--- src/pkg/csd_pkg.sv ---
// Shared constants and decode helpers for the chip-select pin and base decode block.
//=====================================================================
// Functional notes
// - Unused pin-assign high bits read zero
// - Low bit 10 picks function-code-one or output
// - Select-ten field 00 drives bus clock
// - Field: output, alternate, 8-bit, 16-bit select
// - Discrete pin drives its latch bit
// - Bus arbitration pins have no discrete output
// - Top address pin gives bus clock, not data
// - Output or alternate field blocks select decode
// - 8-bit select asserts across whole block
// - 16-bit select follows byte lane option
// - Internal module claim suppresses the select
// - Address bits 23:20 must equal bit 19
// - Size code picks lowest compared address bit
// - Base bits 15:3 address, 2:0 size
// - Each select owns a base register
// - Select asserts low on full match only
// - Pin-assign reset follows mode and data straps
// - Discrete latch holds software-written levels
package csd_pkg;

  //=====================================================================
  // Register indices; byte address is four times the index.
  localparam logic [11:0] IDX_PIN_LOW   = 12'hA44;
  localparam logic [11:0] IDX_PIN_HIGH  = 12'hA46;
  localparam logic [11:0] IDX_BOOT_BASE = 12'hA48;
  localparam logic [11:0] IDX_BOOT_OPT  = 12'hA4A;
  localparam logic [11:0] IDX_BASE_0    = 12'hA4C;
  localparam logic [11:0] IDX_OPT_0     = 12'hA4E;
  localparam logic [11:0] IDX_BASE_10   = 12'hA74;
  localparam logic [11:0] IDX_DOUT      = 12'hA40;

  //=====================================================================
  // Writable masks and reset values.
  localparam logic [15:0] PIN_LOW_MASK    = 16'h37FF;
  localparam logic [15:0] PIN_HIGH_MASK   = 16'h03FF;
  localparam logic [15:0] PIN_LOW_SINGLE  = 16'h005F;
  localparam logic [15:0] PIN_LOW_PART    = 16'h265A;
  localparam logic [15:0] PIN_LOW_FULL    = 16'h1556;
  localparam logic [15:0] PIN_HIGH_SINGLE = 16'h0300;
  localparam logic [15:0] PIN_HIGH_PART   = 16'h02AA;
  localparam logic [15:0] PIN_HIGH_FULL   = 16'h0155;
  localparam logic [15:0] BOOT_BASE_RST   = 16'h0007;
  localparam logic [15:0] BOOT_OPT_RST    = 16'h7B70;
  localparam logic [15:0] BASE_RST        = 16'h0000;
  localparam logic [15:0] OPT_RST         = 16'h0000;
  localparam logic [6:0]  DOUT_RST        = 7'h00;

  //=====================================================================
  // Field positions.
  localparam int FC1_BIT     = 10;
  localparam int BASE_LSB    = 3;
  localparam int OPT_BYTE_LO = 13;
  localparam int OPT_RW_LO   = 11;
  localparam int OPT_SPC_LO  = 4;
  localparam int OPT_IPL_LO  = 1;
  localparam int NUM_PINS    = 12;
  localparam int PIN_FC1     = 5;
  localparam int PIN_TOP     = 11;
  localparam int PIN_DOUT_LO = 4;

  //=====================================================================
  // Modes and pin field codes.
  typedef enum logic [1:0] {
    MODE_SINGLE,
    MODE_PARTIAL,
    MODE_FULL,
    MODE_RSVD
  } csd_mode_t;

  localparam logic [1:0] FLD_DOUT = 2'h0;
  localparam logic [1:0] FLD_ALT  = 2'h1;
  localparam logic [1:0] FLD_CS8  = 2'h2;
  localparam logic [1:0] FLD_CS16 = 2'h3;

  // Lowest compared address bit, counted from address bit 11.
  function automatic logic [3:0] blk_low(input logic [2:0] code);
    case (code)
      3'h0:    blk_low = 4'h0;
      3'h1:    blk_low = 4'h2;
      3'h2:    blk_low = 4'h3;
      3'h3:    blk_low = 4'h5;
      3'h4:    blk_low = 4'h6;
      3'h5:    blk_low = 4'h7;
      3'h6:    blk_low = 4'h8;
      default: blk_low = 4'h9;
    endcase
  endfunction

endpackage

--- src/rtl/csd_top.sv ---
// Chip-select pin assignment, base decode and APB register file.
`timescale 1ns/1ps
module csd_top #(
  parameter int NUM_PINS = 12
) (
  // Clock and reset
  input  wire logic        mclk,
  input  wire logic        rst_n,
  // APB slave
  input  wire logic        psel,
  input  wire logic        penable,
  input  wire logic        pwrite,
  input  wire logic [15:0] paddr,
  input  wire logic [31:0] pwdata,
  output logic             pready,
  output logic [31:0]      prdata,
  output logic             pslverr,
  // Reset straps from pins
  input  wire logic [1:0]  mode_pins,
  input  wire logic [15:0] data_pins,
  // Internal bus cycle
  input  wire logic        bus_cycle,
  input  wire logic [23:0] bus_addr,
  input  wire logic        bus_read,
  input  wire logic        bus_word,
  input  wire logic        bus_cpu_space,
  input  wire logic        bus_super,
  input  wire logic        bus_program,
  input  wire logic        internal_hit,
  input  wire logic        e_clk_in,
  // Pin drive
  output logic [11:0]      pin_level,
  output logic [11:0]      pin_alt,
  output logic [11:0]      pin_cs_n
);

  //=====================================================================
  // Elaboration check
  if (NUM_PINS != csd_pkg::NUM_PINS) begin : g_bad
    $error("csd_top supports exactly twelve select pins.");
  end

  //=====================================================================
  // Pin synchronisers
  logic [1:0]  mode_s1_ff;
  logic [1:0]  mode_s2_ff;
  logic [15:0] data_s1_ff;
  logic [15:0] data_s2_ff;

  always_ff @(posedge mclk) begin
    mode_s1_ff <= mode_pins;
    mode_s2_ff <= mode_s1_ff;
    data_s1_ff <= data_pins;
    data_s2_ff <= data_s1_ff;
  end

  //=====================================================================
  // Register storage
  logic [15:0] pin_low_ff;
  logic [15:0] pin_high_ff;
  logic [6:0]  dout_ff;
  logic [15:0] base_ff [NUM_PINS];
  logic [15:0] opt_ff  [NUM_PINS];
  logic        pready_ff;
  logic [31:0] prdata_ff;
  logic        pslverr_ff;
  logic [11:0] pin_level_ff;
  logic [11:0] pin_alt_ff;
  logic [11:0] pin_cs_n_ff;

  logic [15:0] nxt_pin_low;
  logic [15:0] nxt_pin_high;
  csd_pkg::csd_mode_t mode;

  assign mode = csd_pkg::csd_mode_t'(mode_s2_ff);

  always_comb begin
    case (mode)
      csd_pkg::MODE_SINGLE: begin
        nxt_pin_low  = csd_pkg::PIN_LOW_SINGLE;
        nxt_pin_high = csd_pkg::PIN_HIGH_SINGLE;
      end
      csd_pkg::MODE_PARTIAL: begin
        nxt_pin_low  = csd_pkg::PIN_LOW_PART;
        nxt_pin_high = csd_pkg::PIN_HIGH_PART;
      end
      csd_pkg::MODE_FULL: begin
        nxt_pin_low  = csd_pkg::PIN_LOW_FULL;
        nxt_pin_low[13] = data_s2_ff[2];
        nxt_pin_low[9]  = data_s2_ff[2];
        nxt_pin_low[7]  = data_s2_ff[10];
        nxt_pin_low[5]  = data_s2_ff[10];
        nxt_pin_low[3]  = data_s2_ff[2];
        nxt_pin_low[0]  = data_s2_ff[0];
        nxt_pin_high = csd_pkg::PIN_HIGH_FULL;
        nxt_pin_high[9] = data_s2_ff[7];
        nxt_pin_high[7] = data_s2_ff[6];
        nxt_pin_high[5] = data_s2_ff[5];
        nxt_pin_high[3] = data_s2_ff[4];
        nxt_pin_high[1] = data_s2_ff[3];
      end
      default: begin
        nxt_pin_low  = csd_pkg::PIN_LOW_SINGLE;
        nxt_pin_high = csd_pkg::PIN_HIGH_SINGLE;
      end
    endcase
  end

  //=====================================================================
  // APB decode
  logic [11:0] idx;
  logic        is_base;
  logic        is_opt;
  logic [3:0]  sel_num;
  logic        mapped;
  logic        wr_en;
  logic [15:0] rd_word;
  logic [11:0] rel_base;
  logic [11:0] rel_opt;

  assign idx      = paddr[13:2];
  assign rel_base = idx - csd_pkg::IDX_BASE_0;
  assign rel_opt  = idx - csd_pkg::IDX_OPT_0;
  assign is_base  = (idx >= csd_pkg::IDX_BASE_0) && (idx <= csd_pkg::IDX_BASE_10) &&
                    (rel_base[1:0] == 2'h0);
  assign is_opt   = (idx >= csd_pkg::IDX_OPT_0) && (rel_opt <= 12'h028) &&
                    (rel_opt[1:0] == 2'h0);

  always_comb begin
    sel_num = 4'h0;
    if (is_base) begin
      sel_num = rel_base[5:2] + 4'h1;
    end else if (is_opt) begin
      sel_num = rel_opt[5:2] + 4'h1;
    end
  end

  always_comb begin
    mapped  = 1'b1;
    rd_word = 16'h0000;
    if (paddr[1:0] != 2'h0) begin
      mapped = 1'b0;
    end else if (idx == csd_pkg::IDX_PIN_LOW) begin
      rd_word = pin_low_ff & csd_pkg::PIN_LOW_MASK;
    end else if (idx == csd_pkg::IDX_PIN_HIGH) begin
      rd_word = pin_high_ff & csd_pkg::PIN_HIGH_MASK;
    end else if (idx == csd_pkg::IDX_DOUT) begin
      rd_word = {9'h000, dout_ff};
    end else if (idx == csd_pkg::IDX_BOOT_BASE) begin
      rd_word = base_ff[0];
    end else if (idx == csd_pkg::IDX_BOOT_OPT) begin
      rd_word = opt_ff[0];
    end else if (is_base) begin
      rd_word = base_ff[sel_num];
    end else if (is_opt) begin
      rd_word = opt_ff[sel_num];
    end else begin
      mapped = 1'b0;
    end
  end

  assign wr_en = psel && penable && pready_ff && pwrite && mapped;

  // One wait-free access cycle: answer is prepared in setup, given in access.
  always_ff @(posedge mclk) begin
    if (!rst_n) begin
      pready_ff  <= 1'b0;
      prdata_ff  <= 32'h0000_0000;
      pslverr_ff <= 1'b0;
    end else begin
      pready_ff  <= psel && !penable;
      pslverr_ff <= psel && !penable && !mapped;
      if (psel && !penable) begin
        prdata_ff <= (pwrite || !mapped) ? 32'h0000_0000 : {16'h0000, rd_word};
      end
    end
  end

  //=====================================================================
  // Register writes
  always_ff @(posedge mclk) begin
    if (!rst_n) begin
      pin_low_ff  <= nxt_pin_low;
      pin_high_ff <= nxt_pin_high;
    end else if (wr_en && idx == csd_pkg::IDX_PIN_LOW) begin
      pin_low_ff <= pwdata[15:0] & csd_pkg::PIN_LOW_MASK;
    end else if (wr_en && idx == csd_pkg::IDX_PIN_HIGH) begin
      pin_high_ff <= pwdata[15:0] & csd_pkg::PIN_HIGH_MASK;
    end
  end

  always_ff @(posedge mclk) begin
    if (!rst_n) begin
      dout_ff <= csd_pkg::DOUT_RST;
    end else if (wr_en && idx == csd_pkg::IDX_DOUT) begin
      dout_ff <= pwdata[6:0];
    end
  end

  always_ff @(posedge mclk) begin
    if (!rst_n) begin
      base_ff[0] <= csd_pkg::BOOT_BASE_RST;
      opt_ff[0]  <= csd_pkg::BOOT_OPT_RST;
      for (int i = 1; i < NUM_PINS; i++) begin
        base_ff[i] <= csd_pkg::BASE_RST;
        opt_ff[i]  <= csd_pkg::OPT_RST;
      end
    end else if (wr_en) begin
      if (idx == csd_pkg::IDX_BOOT_BASE) begin
        base_ff[0] <= pwdata[15:0];
      end else if (idx == csd_pkg::IDX_BOOT_OPT) begin
        opt_ff[0] <= pwdata[15:0];
      end else if (is_base) begin
        base_ff[sel_num] <= pwdata[15:0];
      end else if (is_opt) begin
        opt_ff[sel_num] <= pwdata[15:0];
      end
    end
  end

  //=====================================================================
  // Pin fields
  logic [1:0] fld [NUM_PINS];

  always_comb begin
    for (int p = 0; p < 7; p++) begin
      fld[p] = pin_low_ff[2*p +: 2];
    end
    fld[csd_pkg::PIN_FC1] = {1'b0, pin_low_ff[csd_pkg::FC1_BIT]};
    fld[6] = pin_low_ff[13:12];
    for (int p = 7; p < NUM_PINS; p++) begin
      fld[p] = pin_high_ff[2*(p-7) +: 2];
    end
  end

  //=====================================================================
  // Select comparators
  logic [11:0] hit;

  for (genvar g = 0; g < NUM_PINS; g++) begin : g_sel
    csd_match u_match (
      .base          (base_ff[g]),
      .opt           (opt_ff[g]),
      .field         (fld[g]),
      .bus_cycle     (bus_cycle),
      .bus_addr      (bus_addr),
      .bus_read      (bus_read),
      .bus_word      (bus_word),
      .bus_cpu_space (bus_cpu_space),
      .bus_super     (bus_super),
      .bus_program   (bus_program),
      .internal_hit  (internal_hit),
      .hit           (hit[g])
    );
  end

  //=====================================================================
  // Pin drive
  // Outputs lag the bus by one clock; the cost buys glitch-free selects.
  always_ff @(posedge mclk) begin
    if (!rst_n) begin
      pin_cs_n_ff <= 12'hFFF;
    end else begin
      pin_cs_n_ff <= ~hit;
    end
  end

  always_ff @(posedge mclk) begin
    if (!rst_n) begin
      pin_level_ff <= 12'hFFF;
      pin_alt_ff   <= 12'h000;
    end else begin
      for (int p = 0; p < NUM_PINS; p++) begin
        pin_alt_ff[p] <= (fld[p] == csd_pkg::FLD_ALT);
        case (fld[p])
          csd_pkg::FLD_DOUT: begin
            if (p == csd_pkg::PIN_TOP) begin
              pin_level_ff[p] <= e_clk_in;
            end else if (p >= csd_pkg::PIN_DOUT_LO) begin
              pin_level_ff[p] <= dout_ff[p-csd_pkg::PIN_DOUT_LO];
            end else begin
              pin_level_ff[p] <= 1'b1;
            end
          end
          csd_pkg::FLD_ALT: pin_level_ff[p] <= 1'b1;
          default:          pin_level_ff[p] <= ~hit[p];
        endcase
      end
    end
  end

  assign pready    = pready_ff;
  assign prdata    = prdata_ff;
  assign pslverr   = pslverr_ff;
  assign pin_level = pin_level_ff;
  assign pin_alt   = pin_alt_ff;
  assign pin_cs_n  = pin_cs_n_ff;

endmodule

--- src/rtl/csd_match.sv ---
// Per-select address and option comparator.
`timescale 1ns/1ps
module csd_match (
  // Select programming
  input  wire logic [15:0] base,
  input  wire logic [15:0] opt,
  input  wire logic [1:0]  field,
  // Bus cycle
  input  wire logic        bus_cycle,
  input  wire logic [23:0] bus_addr,
  input  wire logic        bus_read,
  input  wire logic        bus_word,
  input  wire logic        bus_cpu_space,
  input  wire logic        bus_super,
  input  wire logic        bus_program,
  input  wire logic        internal_hit,
  // Result
  output logic             hit
);

  logic [12:0] diff;
  logic [3:0]  low;
  logic        in_blk;
  logic        hi_ok;
  logic        rw_ok;
  logic        spc_ok;
  logic        lane_ok;
  logic [1:0]  byte_f;
  logic [1:0]  rw_f;
  logic [1:0]  spc_f;
  logic [2:0]  ipl_f;

  assign byte_f = opt[csd_pkg::OPT_BYTE_LO +: 2];
  assign rw_f   = opt[csd_pkg::OPT_RW_LO +: 2];
  assign spc_f  = opt[csd_pkg::OPT_SPC_LO +: 2];
  assign ipl_f  = opt[csd_pkg::OPT_IPL_LO +: 3];
  assign low    = csd_pkg::blk_low(base[2:0]);
  assign diff   = base[15:csd_pkg::BASE_LSB] ^ bus_addr[23:11];

  always_comb begin
    in_blk = 1'b1;
    for (int i = 0; i < 13; i++) begin
      if (i >= int'(low) && diff[i]) begin
        in_blk = 1'b0;
      end
    end
  end

  assign hi_ok = (bus_addr[23:20] == {4{bus_addr[19]}});
  assign rw_ok = bus_read ? rw_f[0] : rw_f[1];

  always_comb begin
    case (spc_f)
      2'h0:    spc_ok = bus_cpu_space && (ipl_f == 3'h0 || ipl_f == bus_addr[3:1]);
      2'h1:    spc_ok = !bus_cpu_space && !bus_super;
      2'h2:    spc_ok = !bus_cpu_space && bus_super;
      default: spc_ok = !bus_cpu_space;
    endcase
    if (spc_f != 2'h0) begin
      case (ipl_f)
        3'h0:      spc_ok = spc_ok;
        3'h1, 3'h5: spc_ok = spc_ok && !bus_program;
        3'h2, 3'h6: spc_ok = spc_ok && bus_program;
        default:   spc_ok = 1'b0;
      endcase
    end
  end

  always_comb begin
    case (field)
      csd_pkg::FLD_CS8:  lane_ok = 1'b1;
      csd_pkg::FLD_CS16: lane_ok = (byte_f[1] && (bus_word || !bus_addr[0])) ||
                                   (byte_f[0] && (bus_word || bus_addr[0]));
      default:           lane_ok = 1'b0;
    endcase
  end

  assign hit = bus_cycle && field[1] && in_blk && hi_ok && rw_ok && spc_ok && lane_ok &&
               !internal_hit;

endmodule

--- config.mk ---
export PLATFORM = sky130hd
export DESIGN_NAME = csd_top
export DESIGN_NICKNAME = d
export VERILOG_FILES = /design/src/pkg/csd_pkg.sv /design/src/rtl/csd_top.sv /design/src/rtl/csd_match.sv
export SDC_FILE = /design/constraint.sdc
export NUM_CORES = 1
export LEC_CHECK = 0
export BUFFER_PORTS_ARGS = -buffer_cell sky130_fd_sc_hd__buf_2
export CAP_MARGIN = 30
export CORE_ASPECT_RATIO = 0.9
export CORE_UTILIZATION = 30
export DETAILED_ROUTE_END_ITERATION = 12
export PLACE_DENSITY = 0.43
export SYNTH_ARGS = -nofsm -noshare
export SYNTH_HDL_FRONTEND = slang
export SYNTH_HIERARCHICAL = 1
export SYNTH_SLANG_ARGS = --single-unit
--- constraint.sdc ---
create_clock -name mclk -period 7.1 [get_ports mclk]
set_input_delay 1.42 -clock mclk [delete_from_list [all_inputs] [get_ports mclk]]
set_output_delay 1.42 -clock mclk [all_outputs]
set_load 0.03 [all_outputs]
=== After elaboration in Yosys (flattened, before gate mapping) ===
Memories as Yosys holds them, arrays and structs flattened.
Index checks and enable logic that the tools add are counted.

* Output and inout port bits: 70
* Memory bits (writable): 384
* Input port bits: 103
* Flip-flop bits (word level): 127
* Memories: 2

* Bitwise gates (word level): 26
* Equality and inequality tests: 187
* $add $sub $neg: 4
* Reduce and logical (&&, ||, !) cells: 411
* Mux-type cells: 272
* Order comparisons: 147

{| class="wikitable"
|+ Memories
! memory !! words !! width !! rd ports !! clocked after Yosys merged registers in !! write ports !! RTL line !! RTL
|-
| base_ff || 12 || 16 || 12 || 0 || 12 || csd_top.sv:62 || <nowiki>logic [15:0] base_ff [NUM_PINS];</nowiki>
|-
| opt_ff || 12 || 16 || 12 || 0 || 12 || csd_top.sv:63 || <nowiki>logic [15:0] opt_ff [NUM_PINS];</nowiki>
|}

{| class="wikitable"
|+ Operator list
! operator !! count
|-
| one-hot mux 4 bit (7 select lines) || 11
|-
| logical AND 1 bit || 290
|-
| >= comparator 4 bit (first input constant) || 55
|-
| two-way mux 16 bit || 13
|-
| two-way mux 1 bit || 197
|-
| >= comparator 3 x 4 -> 1 bit (first input constant) || 44
|-
| == test 3 bit (second input constant) || 55
|-
| bitwise XOR 13 bit || 11
|-
| == test 3 x 2 -> 1 bit (second input constant) || 33
|-
| >= comparator 1 x 4 -> 1 bit (first input constant) || 22
|-
| >= comparator 2 x 4 -> 1 bit (first input constant) || 22
|-
| == test 2 bit (second input constant) || 34
|-
| == test 3 x 1 -> 1 bit (second input constant) || 22
|-
| zero test 3 bit || 22
|-
| one-hot mux 1 bit (3 select lines) || 22
|-
| == test 12 bit (second input constant) || 5
|-
| zero test 2 bit || 25
|-
| == test 2 x 1 -> 1 bit (second input constant) || 23
|-
| OR reduction 2 bit || 22
|-
| one-hot mux 1 bit (2 select lines) || 18
|-
| == test 3 bit || 11
|-
| OR reduction 16 bit || 2
|-
| two-way mux 10 bit || 3
|-
| two-way mux 14 bit || 2
|-
| other kinds (20) || 83
|}

=== Depth between registers and ports, before layout ===
Gate-level depths: netlist of run 1.
An unclocked memory read counts as a cell.

* Depth in word-level cells: 26
* Mapped depth: 17

=== Hierarchy ===
The synthesis of run 1 kept the hierarchy.

{| class="wikitable"
|+ By module, submodules not included
! module !! area an instance (um^2) !! cells an instance !! instances !! seq. area each (um^2)
|-
| csd_top || 27,835.4 || 2,442 || 1 || 17,687.0
|-
| csd_match || 435.4 || 56 || 12 || 0.0
|}

=== Worst setup path after synthesis of run 1 ===
Ideal clock, no wire load.

* Path type: input port to flip-flop
* Start point: input port paddr[4]
* End point: memory opt_ff[12][0] (enable)
* Library setup time: 430 ps
* Cell stages on the path: 12
* Arrival time: 5,510 ps
* Setup slack: 1,160 ps
* Data required time: 6,670 ps
* Path through: ha_1 or4_1 a32oi_1 a2111oi_4 nand2_1 nand2_1 buf_4 buf_4 buf_2 buf_2 buf_1 nor4_1

{| class="wikitable"
|+ RTL lines
! element !! RTL line !! RTL
|-
| start, declared || csd_top.sv:13 || <nowiki>input wire logic [15:0] paddr,</nowiki>
|-
| end, declared || csd_top.sv:63 ||
|}

=== Worst setup path after layout of run 1 ===
* Start point: input port paddr[5]
* End point: register prdata_ff[15], in the netlist prdata[15]

* Word-level cells in the longest chain between the ends: 16
* Elaborated cells between the ends (all ways): 40
* Classes of those cells: add/sub (4); order compare (4); eq/ne (5); mux (19); reduce/logical (6); memory (2)

{| class="wikitable"
|+ Ends and longest elaborated chain
! element !! RTL line !! RTL
|-
| subtractor 12 bit || csd_top.sv:123 || <nowiki>assign rel_opt = idx - csd_pkg::IDX_OPT_0;</nowiki>
|-
| <= comparator 12 x 6 -> 1 bit || csd_top.sv:126 || <nowiki>assign is_opt = (idx >= csd_pkg::IDX_OPT_0) && (rel_opt <= 12'h028) &&</nowiki>
|-
| logical AND 1 bit (2 in a row) || csd_top.sv:126 ||
|-
| two-way mux 4 bit || csd_top.sv:133 || <nowiki>end else if (is_opt) begin</nowiki>
|-
| two-way mux 4 bit || csd_top.sv:131 || <nowiki>if (is_base) begin</nowiki>
|-
| memory (12 x 16 bit) || - ||
|-
| two-way mux 16 bit || csd_top.sv:155 || <nowiki>end else if (is_opt) begin</nowiki>
|-
| two-way mux 16 bit || csd_top.sv:153 || <nowiki>end else if (is_base) begin</nowiki>
|-
| two-way mux 16 bit || csd_top.sv:151 || <nowiki>end else if (idx == csd_pkg::IDX_BOOT_OPT) begin</nowiki>
|-
| two-way mux 16 bit || csd_top.sv:149 || <nowiki>end else if (idx == csd_pkg::IDX_BOOT_BASE) begin</nowiki>
|-
| two-way mux 16 bit || csd_top.sv:147 || <nowiki>end else if (idx == csd_pkg::IDX_DOUT) begin</nowiki>
|-
| two-way mux 16 bit || csd_top.sv:145 || <nowiki>end else if (idx == csd_pkg::IDX_PIN_HIGH) begin</nowiki>
|-
| two-way mux 16 bit || csd_top.sv:143 || <nowiki>end else if (idx == csd_pkg::IDX_PIN_LOW) begin</nowiki>
|-
| two-way mux 16 bit || csd_top.sv:141 || <nowiki>if (paddr[1:0] != 2'h0) begin</nowiki>
|-
| two-way mux 16 bit (*) || csd_top.sv:174 || <nowiki>prdata_ff <= (pwrite || !mapped) ? 32'h0000_0000 : {16'h0000, rd_word};</nowiki>
|-
| end signal, assigned || csd_top.sv:174 ||
|-
| end, declared || csd_top.sv:65 || <nowiki>logic [31:0] prdata_ff;</nowiki>
|}

Mark *: on every way between the ends. The rest lies on a longest branch, timed or not.
A chain may end at the register's enable or synchronous reset.

==> results.md, run 1 <==
| Stage | Result | Value |
|---|---|---|
| flow run | Max-cap violations | 0 |
| cts | Number of buffers inserted to repair setup after CTS | 0 |
| yosys | Post-synthesis cell count | 3114 |
| drt | Routed length per placed instance | 31.9 um |
| yosys | List of most frequent post-synthesis cells | edfxtp_1 (535), nand2_1 (513), and2_1 (284) |
| global routing | Total congestion overflow after global routing | 0 |
| timing | Setup violators final | 0 |
| power and ir drop | Reported leakage power | 14.0 nW |
| timing | Highest clock rate | 178 MHz |
| floorplan | Width of the chip | 352 um |
| cts | Count of instances resized after the clock tree is built | 0 |
| floorplan | Floorplan Core Area | 109000 sq um |
| drt | Detailed router's first-iteration violation count | 3591 |
| worst setup path | Critical path endpoint category | flip-flop |
| floorplan | Die extent in y | 317 um |
| cts | Root buf cell | clkbuf_16 |
| timing | Final Max Slew Viols | 0 |
| timing | Worst-Margin Slew | 1.02 ns |
| worst setup path | Arrival time of the worst setup path | 6.16 ns |
| cts | Max Root-Sink Buffers | 3 |
| yosys | Count of flip-flops with a built-in enable after synthesis | 535 |
| global routing | Number of antenna violations at the first check in global routing | 18 |
| timing | Final critical-path setup slack | 1.48 ns |
| timing | Unrepaired setup endpoints after global routing | false |
| worst setup path | Largest fanout of any net on the critical path | 10 |
| cts | H-Tree Level Count | 3 |
| place | Post-Place Cells | 4683 |
| global routing | First-pass GRT wire length | 210000 um |
| yosys | Number of storage elements in the synthesis netlist | 616 |
| power and ir drop | Power per standard cell area | 224 nW/um^2 |
| floorplan | Standard-cell row count | 115 |
| final layout | Layout cells sized above 1 | 0.146 |
| final layout | Layout overhead on the synthesized area | 16.8% |
| timing | Post-Route Skew | 0.0273 ns |
| drt | DRC violation count after routing | 0 |
| yosys | Synth top area share | 0.486 |
| power and ir drop | VDD IR-drop max | 0.170 mV |
| drt | Total wirelength of the detailed-routed design | 154000 um |
| final layout | Net count, final | 3475 |
| timing | Sum of negative setup slack | 0 ns |
| yosys | Count of warnings emitted by yosys | 6 |
| drt | Total iterations of the first detailed-routing run | 6 |
| cts | Clk sinks | 616 |
| final layout | Fin cells | 4826 |
| timing | Slew margin rel. | 0.317 |
| yosys | Dominant cell type by area after synthesis | edfxtp_1 |
| drt | Count of nets left with antenna violations after detail routing | 0 |
| final layout | Total of fill cells in the finished design | 11.0k |
| worst setup path | Startpoint type of the worst setup path | primary input |
| timing | Hold Fails Final Rpt | 0 |
| worst setup path | Type of the worst setup path | in -> reg |
| global routing | Number of global-route vias before repair | 25.7k |
| place | HPWL after detailed placement | 109000 um |
| drt | Post-detailed-route via-to-cell ratio | 5.58 |
| worst hold path | Worst hold-check path type | reg -> reg |
| global routing | Total track usage | 0.271 |
| place | Pre-CTS setup slack | 0.858 ns |
| drt | Total via count in the routed design | 26.9k |
| cts | Hold-fix buffers, CTS | 0 |
| yosys | Distinct cell type count after synthesis | 90 |
| worst setup path | Data required time of the worst path | 7.64 ns |
| yosys | Leading post-synthesis cells by cell area | edfxtp_1 (49%), nand2_1 (5.8%), and2_1 (5.4%) |
| floorplan | Die Area | 112000 sq um |
| place | Count of input and output buffers | 123 |
| yosys | Post-Synthesis Mean Instance Area | 10.6 sq um |
| timing | Minimum clock period after layout | 5.62 ns |
| status | Run status | finished, final reports clean |
| floorplan | Number of top-level pins | 173 |
| cts | CTS Buf Count | 75 |
| cts | TritonCTS clock tree | done |
| yosys | Dominant cell by count in the synthesized netlist | edfxtp_1 |
| yosys | Netlist area before placement | 33100 sq um |
| cts | Clock latency on the worst-skew pair | 0.66 ns |
| yosys | Async SR Flop Fraction | 0 |
| yosys | Leading register cell type out of synthesis | edfxtp_1 |
| place | Weighted congestion at the end of routability-driven global placement | 0.935 |
| floorplan | Starting utilization of the core area | 0.303 |
| cts | Clock transition time at the flip-flop clock pins of the worst setup and hold paths | 0.06 ns |
| global routing | Largest net degree at the start of global routing | 52 |
| yosys | Fraction of the yosys area taken by sequential cells | 0.535 |
| timing | Final period utilization | 0.792 |
==> layout by cell type (no fill, tap or decap), types with 15 or more instances in the layout <==
cell,count
dfxtp_1,81
conb_1,17
buf_2,122
o22ai_1,19
nor3_1,59
clkbuf_16,78
ha_1,72
xor2_1,98
and3_1,44
a21oi_1,108
nand2_1,511
inv_1,59
edfxtp_1,535
mux2i_1,93
nor2_1,58
or4_1,15
a31oi_1,85
nor4_1,38
nor2b_1,31
buf_4,165
nand4_1,19
a211oi_1,34
a32oi_1,22
nand2b_1,15
and2_1,283
o21ai_1,23
nand3_1,174
clkbuf_1,16
xnor2_1,126
o21ai_0,61
==> logic make-up after synthesis <==
kind of cell,Yosys count,share of synthesized area
AOI/OAI and AO/OA,487,0.100
xor gates and xnor gates,224,0.0593
adders and majority gates,72,0.0272
buffers and inverters,270,0.0349
DFF,616,0.535
muxes,110,0.0339
other,1,0.000113
and+or+nand+nor,1334,0.209
==> critical path, cell delays in order <==
cell and delay [ns]:
buf_2 0.17, inv_1 0.12, ha_1 0.37, nand3_1 0.11, or3_4 0.36, a2111o_1 0.66
nor2_1 0.53, a21o_2 0.38, nand2_1 0.46, o311ai_0 0.59, buf_4 0.23, a31oi_1 0.05
buf_4 0.14, and3_1 0.26, a221oi_1 0.31
==> routing by layer <==
layer / track usage / share of wire
met5: 0 / 0.000084
met4: 0.0865 / 0.035
met3: 0.0451 / 0.083
met2: 0.424 / 0.44
met1: 0.381 / 0.44
==> sequential cells by signal, indices dropped and copies added (netlist names) <==
| register | count |
|---|---|
| data_s1_ff | 8 |
| pin_level | 12 |
| pin_alt | 12 |
| pslverr | 1 |
| pin_high_ff | 10 |
| pin_cs_n | 12 |
| mode | 2 |
| pin_low_ff | 13 |
| prdata | 16 |
| data_s2_ff | 8 |
| pready | 1 |
| dout_ff | 7 |
| opt_ff | 256 |
| mode_s1_ff | 2 |
| base_ff | 256 |
==> final timing paths <==
check / cells after the start / slack [ns] / from / to
worst max-delay path: 15 / 1.48 / paddr[5] / prdata[15]
worst min-delay path: 0 / 0.33 / data_s1_ff[0] / data_s2_ff[0]
worst max register to register: 5 / 3.91 / pready / opt_ff[10][6]
worst min register to register: 0 / 0.33 / data_s1_ff[0] / data_s2_ff[0]
==> cell type report <==
class,instances,area [sq um],share of cell area
Multi-Input combinational cell,2244,14400,0.372
Sequential cell,616,17700,0.458
Tap cell,1462,1830,0.0474
Antenna cell,5,12.5,0.000324
Inverter,63,236,0.00612
Timing Repair Buffer,300,2100,0.0543
Clock inverter,39,327,0.00846
Clock buffer,97,2050,0.0532
==> per-stage QoR <==
stage | hold WS, ns | power, mW | util | cell area [sq um]
2_1_floorplan | 0.310 | 4.48 | - | 33100
3_3_place_gp | 0.317 | 4.87 | 0.331 | 36100
3_5_place_dp | 0.314 | 4.88 | 0.331 | 36200
4_1_cts | 0.328 | 8.69 | 0.353 | 38600
5_1_grt | 0.338 | 8.86 | 0.353 | 38600
6_report | 0.327 | 8.64 | 0.354 | 38600
==> power breakdown <==
group	total (mW)	switching, mW	internal (mW)
logic	0.717	0.519	0.198
clock network	3.83	1.64	2.19
registers	4.10	0.0920	4.01
Note: power is estimated with default switching activity, not from simulation.
==> run 2, diff against run 1 <==
Clock period 7.1 ns to 5.6 ns, I/O delays scaled along.
==> results.md, run 2 (synthesis gave the netlist of run 1 again) <==
| Stage | Result | Value | vs previous |
|---|---|---|---|
| cts | Hold-fix buffers, CTS | 0 | unchanged |
| global routing | Total track usage | 0.266 | -0.00448 |
| final layout | Top library cells by usage in the layout, fill and taps aside | edfxtp_1 (535), nand2_1 (511), and2_1 (283) |  |
| timing | Setup violators final | 0 | unchanged |
| power and ir drop | Reported leakage power | 14.3 nW | +1.8% |
| drt | Total wirelength of the detailed-routed design | 151000 um | -2.0% |
| worst hold path | Worst hold-check path type | reg -> reg |  |
| power and ir drop | PnR Total Power | 11.2 mW | +29% |
| timing | Unrepaired setup endpoints after global routing | false |  |
| timing | Final Max Slew Viols | 0 | unchanged |
| place | Count of input and output buffers | 123 | unchanged |
| cts | CTS Buf Count | 74 | -1.3% |
| status | Failing checks | design-rule violations |  |
| worst setup path | Arrival time of the worst setup path | 5.37 ns | -0.79 ns |
| cts | Clock latency on the worst-skew pair | 0.65 ns | about the same |
| floorplan | Standard-cell row count | 115 | unchanged |
| drt | Total via count in the routed design | 26.9k | +0.037% |
| cts | Root buf cell | clkbuf_16 |  |
| final layout | Finished layout cell area | 39100 sq um | +1.3% |
| final layout | Layout overhead on the synthesized area | 18.3% |  |
| place | Weighted congestion at the end of routability-driven global placement | 0.974 | +4.2% |
| worst setup path | Type of the worst setup path | in -> reg |  |
| floorplan | Width of the chip | 352 um | unchanged |
| drt | Routed length per placed instance | 31.1 um | -2.6% |
| timing | Final period utilization | 0.858 |  |
| worst setup path | Largest stage delay on the critical path | 0.55 ns | -0.11 ns |
| cts | Clk sinks | 616 | unchanged |
| timing | Minimum clock period after layout | 4.81 ns |  |
| timing | Highest clock rate | 208 MHz |  |
| floorplan | Starting utilization of the core area | 0.303 | unchanged |
| drt | Count of nets left with antenna violations after detail routing | 0 | unchanged |
| global routing | Number of antenna violations at the first check in global routing | 17 | -1 |
| timing | Sum of negative setup slack | 0 ns | unchanged |
| floorplan | Floorplan Core Area | 109000 sq um | unchanged |
| cts | TritonCTS clock tree | done |  |
| timing | Slew margin rel. | 0.271 | -0.0462 |
| drt | Total iterations of the first detailed-routing run | 10 | +4 |
| flow run | Max-cap violations | 0 | unchanged |
| timing | Worst-Margin Slew | 1.09 ns | +0.0692 ns |
| final layout | Fin cells | 4856 | +0.62% |
| timing | Post-Route Skew | 0.0289 ns | +0.00161 ns |
| power and ir drop | Power per standard cell area | 285 nW/um^2 | +27% |
| drt | Post-detailed-route via-to-cell ratio | 5.54 | -0.58% |
| status | Run status | finished, violations left |  |
| cts | Count of instances resized after the clock tree is built | 0 | unchanged |
| final layout | Layout cells sized above 1 | 0.155 | +0.00869 |
| floorplan | Die Area | 112000 sq um | unchanged |
| timing | Final critical-path setup slack | 0.793 ns | -0.686 ns |
| cts | H-Tree Level Count | 3 | unchanged |
| final layout | Final core utilization | 0.358 | +0.00443 |
| global routing | Largest net degree at the start of global routing | 57 | +9.6% |
| place | Pre-CTS setup slack | 0.264 ns | -0.594 ns |
| worst setup path | Crit path max-delay family | compound AO/OA/AOI/OAI gates |  |
| final layout | Most common library cell in the layout ignoring fill and taps | edfxtp_1 |  |
| cts | Max Root-Sink Buffers | 3 | unchanged |
| global routing | First-pass GRT wire length | 208000 um | -0.86% |
| cts | Clock transition time at the flip-flop clock pins of the worst setup and hold paths | 0.06 ns | about the same |
| worst setup path | Count of buffering cells on the critical path with inverters included | 4 | unchanged |
| drt | Detailed router's first-iteration violation count | 3283 | -8.6% |
| place | Post-Place Cells | 4718 | +0.75% |
| final layout | Net count, final | 3507 | +0.92% |
| floorplan | Number of top-level pins | 173 | unchanged |
| timing | Hold_ws | 0.326 ns | -0.000749 ns |
| timing | Hold Fails Final Rpt | 0 | unchanged |
| worst setup path | Startpoint type of the worst setup path | primary input |  |
| global routing | Total congestion overflow after global routing | 0 | unchanged |
| worst setup path | Cells along the critical path | buf_2, ha_1, and2_1, o311ai_1, a211oi_1, buf_4, and3_1, a21o_2, buf_4, a2111oi_0, a221oi_1, a32oi_1, buf_4, a41oi_1, a2bb2oi_1 |  |
| place | HPWL after detailed placement | 108000 um | -0.54% |
| worst setup path | Slowest cell on the critical path | a221oi_1 |  |
| worst setup path | Cell mode on critical path | buf_4 |  |
| worst setup path | Data required time of the worst path | 6.16 ns | -1.48 ns |
| cts | Number of buffers inserted to repair setup after CTS | 0 | unchanged |
| power and ir drop | VDD IR-drop max | 0.215 mV | +26% |
| worst setup path | Critical path endpoint category | flip-flop |  |
| drt | DRC violation count after routing | 4 | +4 |
| floorplan | Die extent in y | 317 um | unchanged |
| worst setup path | Largest fanout of any net on the critical path | 10 | unchanged |
| global routing | Number of global-route vias before repair | 25.7k | -0.047% |
| place | Area after detailed placement | 36600 sq um | +1.1% |
[run 2: changes by cell type in the layout (fill, tap and decap cells not counted), moves of 2 or more]
cell,delta
bufinv_16,+5
clkbuf_1,-4
clkinvlp_4,-3
clkinv_1,+3
o21ai_1,-2
buf_4,+26
o21ai_2,+2
clkinv_4,-2
clkinv_2,-3
clkbuf_8,+2
buf_12,+6
[run 2: cell type report]
cell class	instances	area [sq um]
tap	1462	1830
clock inverter	39	438
antenna	4	10.0
inverter	63	236
clock buffer	95	2070
sequential	616	17700
timing repair buffer	333	2440
multi-input combinational	2244	14400
fill	10900	70100
[run 2: worst paths after layout]
| check | from | to | slack, ns | cells past startpoint |
|---|---|---|---|---|
| setup / recovery | paddr[5] | prdata[1] | 0.79 | 15 |
| hold / removal | data_s1_ff[3] | data_s2_ff[3] | 0.33 | 0 |
| setup reg to reg | opt_ff[4][2] | pin_level[4] | 2.65 | 9 |
| hold reg to reg | data_s1_ff[3] | data_s2_ff[3] | 0.33 | 0 |
[run 2: per-layer routing]
layer | vias up | wire length [um] | track usage
li1 | 11700 | - | -
met1 | 13600 | 64900 | 0.363
met2 | 1424 | 67500 | 0.420
met3 | 252 | 12800 | 0.0515
met4 | 6 | 5670 | 0.0953
met5 | - | 40 | 0
[run 2: report_power, final]
part | internal (mW) | total, mW | switching, mW
clock network | 3.02 | 5.05 | 2.02
logic | 0.260 | 0.911 | 0.651
registers | 5.08 | 5.19 | 0.116
total | 8.36 | 11.2 | 2.79
